==> src/design/vector_unit_consts.svh <==
// Offsets, field positions, reset values and vector addresses of the vector unit
`ifndef VECTOR_UNIT_CONSTS_SVH
`define VECTOR_UNIT_CONSTS_SVH
`define OFS_TEST_CONTROL 8'h15
`define OFS_TEST_FORCE 8'h16
`define OFS_PROMOTED 8'h1F
`define TCR_WRITE_EN_BIT 4
`define TCR_SELECT_MSB 3
`define RST_TEST_CONTROL 8'h00
`define RST_FORCE 8'h00
`define RST_PROMOTED 8'hF2
`define VEC_SYS_RESET 16'hFFFE
`define VEC_CLK_MON_RESET 16'hFFFC
`define VEC_WATCHDOG_RESET 16'hFFFA
`define VEC_OPCODE_TRAP 16'hFFF8
`define VEC_SOFTWARE 16'hFFF6
`define VEC_X_REQUEST 16'hFFF4
`define VEC_I_TOP 8'hF2
`define LAST_GROUP 4'hF
`define LAST_GROUP_MASK 8'h07
`define I_SOURCES 122
`endif

==> src/design/vector_unit_pkg.sv <==
// Types shared by the exception vector unit
package vector_unit_pkg;
	// Register bus request from software
	typedef struct packed {
		logic [7:0] addr;
		logic [7:0] wdata;
		logic wr;
		logic rd;
	} reg_req_type;
	// Core-side masks and mode
	typedef struct packed {
		logic i_mask;
		logic x_mask;
		logic special_mode;
	} core_state_type;
	// Reset request kinds
	typedef struct packed {
		logic sys;
		logic clk_mon;
		logic watchdog;
	} reset_req_type;
endpackage : vector_unit_pkg

==> src/design/exception_vector_priority_unit.sv <==
// Exception vector priority unit: request collection, priority decode, test forcing
// Notes on behaviour
// - I-masked vectors FF00 to FFF2
// - One X-masked vector at FFF4
// - Software or debug vector at FFF6
// - Opcode trap vector at FFF8
// - Three reset vectors FFFA to FFFE
// - Drive chosen vector on vector fetch
// - Flag core when an I or X request pends
// - Blocking inputs suppress I and X service
// - Wake on unmasked live I line or x pin
// - Wake output for I and X is registered on clk_sys
// - Promoted I source takes top I priority
// - Write enable writable: special, I and X set
// - Enable low: ignore force writes, read inputs
// - Enable high: decode force registers instead
// - Pending requests stay in force registers
// - Select field names vector group nibble
// - Force registers read zero in normal modes
// - Force writes: special, enable, I mask
// - Force bit n is vector FFxN*2
// - One force register per eight vectors
// - Group F: only bits 2:0 exist
// - Unimplemented bits: writes ignored, reads zero
// - Vector follows current highest pending request
// - Never pending: supply software vector
`include "vector_unit_consts.svh"
`timescale 1ns/1ns
`default_nettype none
module exception_vector_priority_unit
	import vector_unit_pkg::*;
(
	// Clock and reset
	input wire logic clk_sys,
	input wire logic arst_n,
	// Register port
	input wire reg_req_type reg_req,
	output logic [7:0] reg_rdata,
	// Core state
	input wire core_state_type core_state,
	// Request lines, bit k is vector FF00 + 2k (k up to 121 = FFF2)
	input wire logic [`I_SOURCES-1:0] i_request,
	input wire logic x_request_pin,
	input wire logic software_interrupt,
	input wire logic debug_entry_request,
	input wire logic opcode_trap,
	input wire reset_req_type reset_req,
	input wire logic block_i,
	input wire logic block_x,
	// Core vector handshake
	input wire logic vector_fetch,
	output logic [15:0] vector_addr,
	output logic i_pending,
	output logic x_pending,
	// Wake output
	output logic wake_up
);

	////////////////////////////////////////////////////////////////////////////
	// Register state
	logic test_write_enable; // Force mode on
	logic [3:0] test_reg_select; // Group selector
	logic [7:0] promoted_sel; // Promoted vector low byte
	logic [7:0] force_reg [0:15]; // One force register per group
	logic [127:0] live_vec; // Live I and X lines per vector slot
	logic [127:0] force_vec; // Force registers flattened
	logic [127:0] eff_vec; // Decoded request set
	logic ever_pending; // Any valid request seen since reset
	logic [15:0] last_vector; // Last valid vector
	logic [7:0] group_live; // Live lines of selected group
	logic [7:0] group_mask; // Implemented bits of selected group
	logic tcr_write_ok; // Enable bit may change
	logic force_write_ok; // Force write accepted

	// Live lines into vector slots: slot k holds vector FF00 + 2k
	assign live_vec = {5'h00, x_request_pin, i_request};
	// Implemented bit mask per group; group F stops at FFF4
	assign group_mask = (test_reg_select == `LAST_GROUP) ? `LAST_GROUP_MASK : 8'hFF;
	assign group_live = live_vec[{test_reg_select, 3'h0} +: 8] & group_mask;
	assign tcr_write_ok = core_state.special_mode & core_state.i_mask & core_state.x_mask;
	assign force_write_ok = core_state.special_mode & test_write_enable
		& core_state.i_mask;

	// Flatten the force array; unimplemented bits stay zero
	always_comb
	begin
		for (int g = 0; g < 16; g++)
		begin
			force_vec[g*8 +: 8] = force_reg[g];
		end
	end

	// Decode source: live lines or force registers
	assign eff_vec = test_write_enable ? force_vec : live_vec;

	////////////////////////////////////////////////////////////////////////////
	// Test control register
	always_ff @(posedge clk_sys or negedge arst_n)
	begin
		if (!arst_n)
		begin
			test_write_enable <= 1'b0;
			test_reg_select <= 4'h0;
		end
		else if (reg_req.wr && reg_req.addr == `OFS_TEST_CONTROL)
		begin
			// Select always writable
			test_reg_select <= reg_req.wdata[`TCR_SELECT_MSB:0];
			// Enable only in special mode with both masks set
			if (tcr_write_ok)
			begin
				test_write_enable <= reg_req.wdata[`TCR_WRITE_EN_BIT];
			end
		end
	end

	// Force registers; copy live lines on enable rising so pending ones stay
	always_ff @(posedge clk_sys or negedge arst_n)
	begin
		if (!arst_n)
		begin
			for (int i = 0; i < 16; i++)
			begin
				force_reg[i] <= `RST_FORCE;
			end
		end
		else if (reg_req.wr && reg_req.addr == `OFS_TEST_CONTROL && tcr_write_ok
			&& reg_req.wdata[`TCR_WRITE_EN_BIT] && !test_write_enable)
		begin
			// Capture pending requests at enable so they remain
			for (int i = 0; i < 16; i++)
			begin
				force_reg[i] <= live_vec[i*8 +: 8];
			end
		end
		else if (reg_req.wr && reg_req.addr == `OFS_TEST_FORCE && force_write_ok)
		begin
			// Group F keeps bits above FFF4 at zero
			force_reg[test_reg_select] <= reg_req.wdata & group_mask;
		end
	end

	// Promoted I source select, written only with I mask set
	always_ff @(posedge clk_sys or negedge arst_n)
	begin
		if (!arst_n)
		begin
			promoted_sel <= `RST_PROMOTED;
		end
		else if (reg_req.wr && reg_req.addr == `OFS_PROMOTED && core_state.i_mask)
		begin
			promoted_sel <= {reg_req.wdata[7:1], 1'b0};
		end
	end

	// Register read data, one cycle after the strobe
	always_ff @(posedge clk_sys or negedge arst_n)
	begin
		if (!arst_n)
		begin
			reg_rdata <= 8'h00;
		end
		else if (reg_req.rd)
		begin
			case (reg_req.addr)
				`OFS_TEST_CONTROL: reg_rdata <= {3'h0, test_write_enable, test_reg_select};
				`OFS_TEST_FORCE:
				begin
					// Normal modes read zero; live lines unless forcing
					if (!core_state.special_mode)
					begin
						reg_rdata <= 8'h00;
					end
					else if (test_write_enable)
					begin
						reg_rdata <= force_reg[test_reg_select] & group_mask;
					end
					else
					begin
						reg_rdata <= group_live;
					end
				end
				`OFS_PROMOTED: reg_rdata <= promoted_sel;
				default: reg_rdata <= 8'h00;
			endcase
		end
		else
		begin
			reg_rdata <= 8'h00;
		end
	end

	////////////////////////////////////////////////////////////////////////////
	// Priority decode
	logic i_any; // Valid unmasked I request
	logic x_valid; // Valid unmasked X request
	logic promoted_valid; // Promoted source active
	logic [6:0] promoted_idx; // Slot of promoted vector
	logic [6:0] top_i_idx; // Highest pending I slot
	logic [15:0] next_vector; // Vector to supply now
	logic next_any; // Any valid request now

	assign promoted_idx = promoted_sel[7:1];
	// Invalid or idle selections fall back to the highest pending I vector
	assign promoted_valid = (promoted_sel <= `VEC_I_TOP) && eff_vec[promoted_idx];

	// Highest I slot is the highest address
	always_comb
	begin
		top_i_idx = 7'h00;
		i_any = 1'b0;
		for (int k = 0; k < `I_SOURCES; k++)
		begin
			if (eff_vec[k])
			begin
				top_i_idx = 7'(k);
				i_any = 1'b1;
			end
		end
		// Blocking inputs and masks suppress service
		i_any = i_any & ~core_state.i_mask & ~block_i;
	end

	assign x_valid = eff_vec[`I_SOURCES] & ~core_state.x_mask & ~block_x;

	// Fixed priority: resets, trap, software, X, then I
	always_comb
	begin
		next_any = 1'b1;
		if (reset_req.sys)
			next_vector = `VEC_SYS_RESET;
		else if (reset_req.clk_mon)
			next_vector = `VEC_CLK_MON_RESET;
		else if (reset_req.watchdog)
			next_vector = `VEC_WATCHDOG_RESET;
		else if (opcode_trap)
			next_vector = `VEC_OPCODE_TRAP;
		else if (software_interrupt || debug_entry_request)
			next_vector = `VEC_SOFTWARE;
		else if (x_valid)
			next_vector = `VEC_X_REQUEST;
		else if (i_any && promoted_valid)
			next_vector = {8'hFF, promoted_sel};
		else if (i_any)
			next_vector = {8'hFF, top_i_idx, 1'b0};
		else
		begin
			// Unknown source: last valid, or software vector if none ever
			next_any = 1'b0;
			next_vector = ever_pending ? last_vector : `VEC_SOFTWARE;
		end
	end

	// Remember last valid vector for a vanished source
	always_ff @(posedge clk_sys or negedge arst_n)
	begin
		if (!arst_n)
		begin
			ever_pending <= 1'b0;
			last_vector <= `VEC_SOFTWARE;
		end
		else if (next_any)
		begin
			ever_pending <= 1'b1;
			last_vector <= next_vector;
		end
	end

	// Vector output, latched on the fetch request
	always_ff @(posedge clk_sys or negedge arst_n)
	begin
		if (!arst_n)
		begin
			vector_addr <= `VEC_SOFTWARE;
		end
		else if (vector_fetch)
		begin
			vector_addr <= next_vector;
		end
	end

	// Pending flags toward the core
	always_ff @(posedge clk_sys or negedge arst_n)
	begin
		if (!arst_n)
		begin
			i_pending <= 1'b0;
			x_pending <= 1'b0;
		end
		else
		begin
			i_pending <= i_any;
			x_pending <= x_valid;
		end
	end

	// Wake path: raw lines meet no clocked stage before this flop, so the
	// request itself needs no clock; the registered copy needs a running clock
	logic wake_src;
	assign wake_src = (|live_vec[`I_SOURCES-1:0] & ~core_state.i_mask) | x_request_pin;
	always_ff @(posedge clk_sys or negedge arst_n)
	begin
		if (!arst_n)
		begin
			wake_up <= 1'b0;
		end
		else
		begin
			wake_up <= wake_src;
		end
	end

	////////////////////////////////////////////////////////////////////////////
	// Checks
	fetch_vector_a: assert property (@(posedge clk_sys) disable iff (!arst_n)
		vector_fetch |=> vector_addr == $past(next_vector))
		else $error("vector not taken on fetch");
	sys_reset_top_a: assert property (@(posedge clk_sys) disable iff (!arst_n)
		(vector_fetch && reset_req.sys) |=> vector_addr == `VEC_SYS_RESET)
		else $error("system reset vector lost");
	never_pend_swi_a: assert property (@(posedge clk_sys) disable iff (!arst_n)
		(vector_fetch && !ever_pending && !next_any) |=> vector_addr == `VEC_SOFTWARE)
		else $error("default vector wrong");
	x_wake_a: assert property (@(posedge clk_sys) disable iff (!arst_n)
		x_request_pin |=> wake_up)
		else $error("x pin did not wake");
	block_i_a: assert property (@(posedge clk_sys) disable iff (!arst_n)
		block_i |=> !i_pending)
		else $error("blocked I still pending");
	tcr_guard_a: assert property (@(posedge clk_sys) disable iff (!arst_n)
		!tcr_write_ok |=> $stable(test_write_enable))
		else $error("enable changed unguarded");
	normal_read_a: assert property (@(posedge clk_sys) disable iff (!arst_n)
		(reg_req.rd && reg_req.addr == `OFS_TEST_FORCE && !core_state.special_mode)
		|=> reg_rdata == 8'h00)
		else $error("force read nonzero in normal mode");
	group_f_a: assert property (@(posedge clk_sys) disable iff (!arst_n)
		force_reg[15][7:3] == 5'h00)
		else $error("group F high bits set");
	i_pend_a: assert property (@(posedge clk_sys) disable iff (!arst_n)
		(|eff_vec[`I_SOURCES-1:0] && !core_state.i_mask && !block_i) |=> i_pending)
		else $error("I request not flagged");
	x_pend_a: assert property (@(posedge clk_sys) disable iff (!arst_n)
		(eff_vec[`I_SOURCES] && !core_state.x_mask && !block_x) |=> x_pending)
		else $error("X request not flagged");
	block_x_a: assert property (@(posedge clk_sys) disable iff (!arst_n)
		block_x |=> !x_pending)
		else $error("blocked X still pending");
	// Vector choice for trap, software and X classes, lower classes only when higher are idle
	trap_vec_a: assert property (@(posedge clk_sys) disable iff (!arst_n)
		(vector_fetch && opcode_trap && reset_req == '0) |=> vector_addr == `VEC_OPCODE_TRAP)
		else $error("trap vector lost");
	swi_vec_a: assert property (@(posedge clk_sys) disable iff (!arst_n)
		(vector_fetch && (software_interrupt || debug_entry_request) && !opcode_trap
		&& reset_req == '0) |=> vector_addr == `VEC_SOFTWARE)
		else $error("software vector lost");
	x_vec_a: assert property (@(posedge clk_sys) disable iff (!arst_n)
		(vector_fetch && x_valid && !opcode_trap && !software_interrupt
		&& !debug_entry_request && reset_req == '0) |=> vector_addr == `VEC_X_REQUEST)
		else $error("X vector lost");
	// Register guards and read paths
	promote_guard_a: assert property (@(posedge clk_sys) disable iff (!arst_n)
		(reg_req.wr && reg_req.addr == `OFS_PROMOTED && !core_state.i_mask)
		|=> $stable(promoted_sel))
		else $error("promoted select written unmasked");
	live_read_a: assert property (@(posedge clk_sys) disable iff (!arst_n)
		(reg_req.rd && reg_req.addr == `OFS_TEST_FORCE && core_state.special_mode
		&& !test_write_enable) |=> reg_rdata == $past(group_live))
		else $error("force read not live lines");

endmodule : exception_vector_priority_unit
`default_nettype wire

==> config.mk <==
export PLATFORM = sky130hd
export DESIGN_NAME = exception_vector_priority_unit
export DESIGN_NICKNAME = d
export VERILOG_FILES = /design/src/design/vector_unit_pkg.sv /design/src/design/exception_vector_priority_unit.sv
export VERILOG_INCLUDE_DIRS = /design/src /design/src/design
export SDC_FILE = /design/constraint.sdc
export NUM_CORES = 1
export LEC_CHECK = 0
export BUFFER_PORTS_ARGS = -buffer_cell sky130_fd_sc_hd__buf_2
export CAP_MARGIN = 15
export CORE_MARGIN = 2
export CORE_UTILIZATION = 35
export CTS_BUF_LIST = sky130_fd_sc_hd__clkbuf_16
export CTS_CLUSTER_SIZE = 40
export DETAILED_ROUTE_END_ITERATION = 6
export GPL_TIMING_DRIVEN = 0
export PLACE_DENSITY_LB_ADDON = 0.05
export SYNTH_ARGS = -nofsm -noshare
export SYNTH_HDL_FRONTEND = slang
export SYNTH_SLANG_ARGS = --single-unit
==> constraint.sdc <==
create_clock -name clk_sys -period 3.2 [get_ports clk_sys]
set_clock_uncertainty 0.15 [all_clocks]
set_input_delay 0.16 -clock clk_sys [delete_from_list [all_inputs] [get_ports clk_sys]]
set_output_delay 0.16 -clock clk_sys [all_outputs]
set_load 0.01 [all_outputs]
# --- Word-level counts from Yosys, hierarchy flattened ---
# Index checks and enable logic that the tools add are counted.
totals:
  rom_bits: 0
  register_bits: 184
  word_cells: 345
  latch_bits: 0
  mem_count: 0
  ramBits: 0
op_classes:
  bitwise_logic: 18
  div_mod_pow: 0
  eq_ne: 4
  add_sub_neg: 0
  multipliers: 0
  n_reduce_logical: 16
  n_mux: 276
  magnitude_cmp: 4
  shifts: 1
ops:
  columns: ["op", "n"]
  rows:
  - ["2-to-1 mux 7 bit", 120]
  - ["2-to-1 mux 128 bit", 3]
  - ["2-to-1 mux 16 bit", 9]
  - ["2-to-1 mux 1 bit", 132]
  - ["bitwise mux 128 bit", 1]
  - ["variable part select 128 x 8 -> 8 bit", 1]
  - ["OR reduction 122 bit", 1]
  - ["2-to-1 mux 8 bit", 7]
  - ["binary-select mux 8 bit (select 4 bit)", 1]
  - ["demux 8 bit (select 4 bit)", 1]
  - ["AND 8 bit", 3]
  - ["equality test 8 x 5 -> 1 bit (second input constant)", 3]
  - ["one-hot mux 8 bit (3 select lines)", 1]
  - ["logical AND 1 bit", 11]
  - ["AND 1 bit", 9]
  - ["less-or-equal comparator 8 bit (second input constant)", 1]
  - ["less-than comparator 7 x 8 -> 1 bit (second input constant)", 1]
  - ["binary-select mux 1 bit (select 7 bit)", 1]
  - [">= comparator 5 bit (second input constant)", 1]
  - ["less-than comparator 5 x 1 -> 1 bit (second input constant)", 1]
  - ["inverter 4 -> 5 bit", 1]
  - ["equality test 4 bit (second input constant)", 1]
  - ["inverter 1 bit", 4]
  - ["AND reduction 2 bit", 1]
  - ["4 further kinds", 4]

# --- Logic depth before layout (Yosys ltp) ---
logic_depth:
  depth_word: 133
  mapped_depth: 16

# --- Worst setup path after synthesis ---
# OpenSTA, ideal clock, no wires.
synth_timing:
  path_type: "register -> register"
  startpoint: "reg test_reg_select[0]"
  endpoint: "reg reg_rdata[1]"
  path_stages_with_launch: 8
  setup_time_ns: 0.128
  path_buffers: 2
  setup_slack_ns: -0.053
  required_time_ns: 2.922
  synth_period_minus_slack_ns: 3.253
  arrival_ns: 2.975
  cell_sequence: "dfrtp_1 -> buf_1 -> buf_1 -> mux4_2 -> mux4_2 -> mux2_2 -> a222oi_1 -> nor2_1"
synth_between:
  elab_chain_len: 9
synth_rtl:
  columns: ["element", "line_no", "source"]
  rows:
  - ["start, declared", "exception_vector_priority_unit.sv:62", "logic [3:0] test_reg_select;"]
  - ["start signal, assigned", "exception_vector_priority_unit.sv:108", "test_reg_select <= reg_req.wdata[`TCR_SELECT_MSB:0];"]
  - ["parallel branches: the longest is 5 deep, another holds variable part select 128 x 8 -> 8 bit", null, null]
  - ["2-to-1 mux 8 bit *", "exception_vector_priority_unit.sv:174", "else if (test_write_enable)"]
  - ["2-to-1 mux 8 bit *", "exception_vector_priority_unit.sv:170", "if (!core_state.special_mode)"]
  - ["one-hot mux 8 bit (3 select lines) *", "exception_vector_priority_unit.sv:165", "case (reg_req.addr)"]
  - ["2-to-1 mux 8 bit *", "exception_vector_priority_unit.sv:163", "else if (reg_req.rd)"]
  - ["end signal, assigned", "exception_vector_priority_unit.sv:166", "`OFS_TEST_CONTROL: reg_rdata <= {3'h0, test_write_enable, test_reg_select};"]
  - ["end signal, assigned", "exception_vector_priority_unit.sv:176", "reg_rdata <= force_reg[test_reg_select] & group_mask;"]
  - ["end signal, assigned", "exception_vector_priority_unit.sv:180", "reg_rdata <= group_live;"]
  - ["end, declared", "exception_vector_priority_unit.sv:38", "output logic [7:0] reg_rdata,"]
# Mark *: on every way between the ends. The select of a mux whose other input is x is not followed.
# A chain may end at the register's enable or synchronous reset.

# --- Worst setup path after layout ---
layout_timing:
  startpoint: "reg test_write_enable"
  endpoint: "reg vector_addr[1]"
layout_between:
  elab_chain_len: 133
layout_rtl:
  columns: ["element", "line_no", "source"]
  rows:
  - ["start, declared", "exception_vector_priority_unit.sv:61", "logic test_write_enable;"]
  - ["start signal, assigned", "exception_vector_priority_unit.sv:112", "test_write_enable <= reg_req.wdata[`TCR_WRITE_EN_BIT];"]
  - ["2-to-1 mux 128 bit *", "exception_vector_priority_unit.sv:94", "assign eff_vec = test_write_enable ? force_vec : live_vec;"]
  - ["2-to-1 mux 1 bit (122 in series)", "exception_vector_priority_unit.sv:214", "if (eff_vec[k])"]
  - ["AND 1 bit (2 in series)", "exception_vector_priority_unit.sv:221", "i_any = i_any & ~core_state.i_mask & ~block_i;"]
  - ["2-to-1 mux 16 bit or logical AND 1 bit (tied branches)", "exception_vector_priority_unit.sv:244, exception_vector_priority_unit.sv:242", null]
  - ["2-to-1 mux 16 bit", "exception_vector_priority_unit.sv:242", "else if (i_any && promoted_valid)"]
  - ["2-to-1 mux 16 bit *", "exception_vector_priority_unit.sv:240", "else if (x_valid)"]
  - ["2-to-1 mux 16 bit *", "exception_vector_priority_unit.sv:238", "else if (software_interrupt || debug_entry_request)"]
  - ["2-to-1 mux 16 bit *", "exception_vector_priority_unit.sv:236", "else if (opcode_trap)"]
  - ["2-to-1 mux 16 bit *", "exception_vector_priority_unit.sv:234", "else if (reset_req.watchdog)"]
  - ["2-to-1 mux 16 bit *", "exception_vector_priority_unit.sv:232", "else if (reset_req.clk_mon)"]
  - ["2-to-1 mux 16 bit *", "exception_vector_priority_unit.sv:230", "if (reset_req.sys)"]
  - ["end signal, assigned", "exception_vector_priority_unit.sv:274", "vector_addr <= `VEC_SOFTWARE;"]
  - ["end signal, assigned", "exception_vector_priority_unit.sv:278", "vector_addr <= next_vector;"]
  - ["end, declared", "exception_vector_priority_unit.sv:52", "output logic [15:0] vector_addr,"]
# Mark *: on every way between the ends. The rest lies on a longest branch, timed or not. The select of a mux whose other input is x is not followed.

==> impl_results.md <==
* Reg2Reg Depth at 13
* Die Y at 220.0 um
* Synth Flop Type: dfrtp_1
* Critical path's largest stage delay at 540 ps
* Synth-to-layout area growth at 40.87%
* Final Instance Area at 23,000 um2
* Final Power at 6.219 mW
* DR DRC count at 0
* Wirelength, routed at 107,600 um
* Unrepaired setup endpoints after global routing: yes
* Num CTS Buffers at 17
* Crit path max-delay family: compound AO/OA/AOI/OAI gates
* Crit start category: flop
* Placed cell count at 2,527
* Worst min path class: in -> reg
* Initial antenna violation count at 8
* Grt ovf at 0
* Fin. max-slew vios at 0
* Crit path kind: reg -> reg
* First-pass GRT wire length at 147,000 um
* Layout cells sized above 1 at 0.3693
* Sequential share of the synthesized area at 0.2845
* Buffer and inverter count on the worst path at 6
* Critical Path Sink Type: flop
* Die width at 220.0 um
* Non-Filler Instances at 2,780
* DIE AREA at 48,400 um2
* First drt pass iteration count at 7
* Largest net degree at the start of global routing at 101
* Synthesized cell area at 16,330 um2
* Area of the multi-input gates at 12,360 um2
* Max FFs per register at 128
* CP Max Fanout at 10
* CP cell instances: buf_12, buf_12, buf_12, buf_12, buf_6, buf_8, o211ai_1, a21oi_2, nand3b_1, o211ai_1, a31oi_2, or4_4, a41oi_2
* Post-DP HPWL at 78,500 um
* Slew Limit Headroom at 0.1036
* Ys async rst share at 1.000
* Tmin final at 3678 ps
* Fillers at 4,334
* Highest clock rate at 0.2719 GHz
* FF/Latch Area at 4647 um2
* Max Cap Viol at 0
* Via count at 19,020
* Placed instance area at 18,090 um2
* Core area at 46,260 um2
* CP max stage cell: o211ai_1
* Detail Route Antenna Nets at 0
* Setup WS post-layout at -477.9 ps
* Post-synthesis register bit count at 184
* Period utilization at 1.149
* Most frequent CP cell: buf_12
* WP depth at 13
* Hold Path Depth at 3
* Mapped Avg Cell Area at 9.379 um2
* Core Rows at 79
* DR iter-0 viols at 2,837
* # setup viols final at 23
* Total power density per cell area at 270.4 nW/um2
* Failing checks: negative setup slack
* Total track usage at 0.4459
* Initial Util at 0.3530
* Status: finished with violations
* Final hold viol count at 0
* Hold slack at 22.17 ps
* CTS Buffer Depth at 2
* Clock transition at path regs at 90 ps
* Cell variety after synth at 85
* Max H-tree Level at 4
* Peak supply drop at 0.2437 mV
* Critical Path RT at 3490 ps
* Syn nets at 1,896
* Root buffer cell: clkbuf_16
* Lkg Pwr at 8.620 nW
* CP Data Arrival Time at 3970 ps
* Vias in the first global route at 18,100
* WL/cell at 38.69 um
* Synth warn at 0
* Vias/cell at 6.843
* Final RePlAce weighted congestion at 1.045
* Worst Tran Pin Value at 1345 ps
* Clk Latency, worst-skew pair at 510 ps
* CTS tree: done
* Sink Count at 184
* Num ports at 182
* NumNets Final at 2,311
* I/O Buffers at 173
* Cells after synthesis at 1,741
* Number of enable flip-flop cells after synthesis at 0
-- routing by layer --
metal  track usage  share of wire  up-vias
li1              -              -     7580
met1        0.5946           0.39     9516
met2        0.6233           0.41     1572
met3        0.1402           0.13      354
met4        0.2792          0.072        2
met5             0        0.00010        -
-- synth_stat cells (all sizes together), types with 23 or more instances --
library cell | instances | area, um2
a21oi | 79 | 395.4
buf | 56 | 387.9
clkbuf | 69 | 259.0
dfrtp | 151 | 3779
dfstp | 33 | 867.1
inv | 51 | 191.4
mux2 | 25 | 281.5
mux2i | 129 | 1291
mux4 | 137 | 3085
nand2 | 176 | 668.1
nor2 | 131 | 501.7
nor2b | 23 | 143.9
nor3 | 96 | 506.7
nor3b | 69 | 528.0
nor4 | 49 | 346.6
o21ai | 154 | 774.5
o22ai | 37 | 231.5
-- timing repair --
| item | 4_1_cts | 5_1_grt |
|---|---|---|
| endpoints found under the hold margin | 245 | 0 |
| gates resized for setup | 375 | 107 |
| buffers inserted | 56 | 15 |
| hold buffers | 143 | 0 |
| cloned | 4 | 1 |
| pin swaps | 56 | 33 |
| endpoints found under the setup margin | 171 | 128 |
-- final timing paths --
| path | from | endpoint | slack [ps] |
|---|---|---|---|
| worst min-delay path | reg_req[5] | force_reg[27]$_DFFE_PN0P_ | 20 |
| min in group asynchronous | arst_n | force_reg[123]$_DFFE_PN0P_ | 140 |
| worst min register to register | vector_addr[5]$_DFFE_PN1P_ | vector_addr[5]$_DFFE_PN1P_ | 340 |
| worst max-delay path | test_write_enable$_DFFE_PN0P_ | vector_addr[1]$_DFFE_PN1P_ | -480 |
| max in group asynchronous | arst_n | vector_addr[8]$_DFFE_PN1P_ | 1810 |
| worst max register to register | test_write_enable$_DFFE_PN0P_ | vector_addr[1]$_DFFE_PN1P_ | -480 |
-- logic make-up after synthesis --
group,share of synthesized area
AND/OR/NAND/NOR,0.2125
flip-flops,0.2845
buffers and inverters,0.05134
multiplexers,0.2853
AO/OA/AOI/OAI,0.1664
-- stage by stage --
stage          setup slack, ps  setup TNS (ps)  utilization
2_1_floorplan            73.67               0            -
3_3_place_gp             -2593         -558870       0.3881
3_5_place_dp             -1890         -233560       0.3910
4_1_cts                 -350.4           -1710       0.4836
5_1_grt                 -433.8           -4713       0.4971
6_report                -477.9           -3595       0.4972
-- placed cells by master, fill, tap and decap left out, types with 26 or more instances in the layout --
| master | n |
|---|---|
| nor4_1 | 37 |
| dlygate4sd3_1 | 143 |
| nor3b_1 | 26 |
| dfrtp_1 | 150 |
| buf_12 | 29 |
| nor2_1 | 123 |
| dfstp_2 | 33 |
| a21oi_1 | 75 |
| o21ai_0 | 138 |
| buf_4 | 62 |
| clkbuf_1 | 32 |
| inv_1 | 50 |
| nand2_1 | 167 |
| nor3b_2 | 31 |
| nor3_1 | 44 |
| buf_2 | 178 |
| mux2i_1 | 116 |
| mux4_2 | 137 |
| nor3_2 | 26 |
| nor3_4 | 26 |
-- tightest hold or removal path, stage by stage --
cell and delay [ps]:
clkbuf_1 210, mux2i_1 180, o21ai_0 80
-- layout make-up --
cell class / count / area share
clock buffer: 17 / 0.01849
timing repair buffer: 400 / 0.1438
antenna: 4 / 0.0004352
clock inverter: 15 / 0.007398
buffer: 121 / 0.04906
tap: 607 / 0.03302
multi-input combinational: 1381 / 0.5375
inverter: 51 / 0.008322
sequential: 184 / 0.2020
-- power breakdown --
part	total, mW	internal (mW)	switching, mW	leakage (nW)
Combinational	1.58	0.616	0.962	5.90
Clock	2.26	1.06	1.21	0.289
Sequential	2.38	2.35	0.0303	2.43
Total	6.22	4.02	2.20	8.62
(Power assumes the default switching activity.)
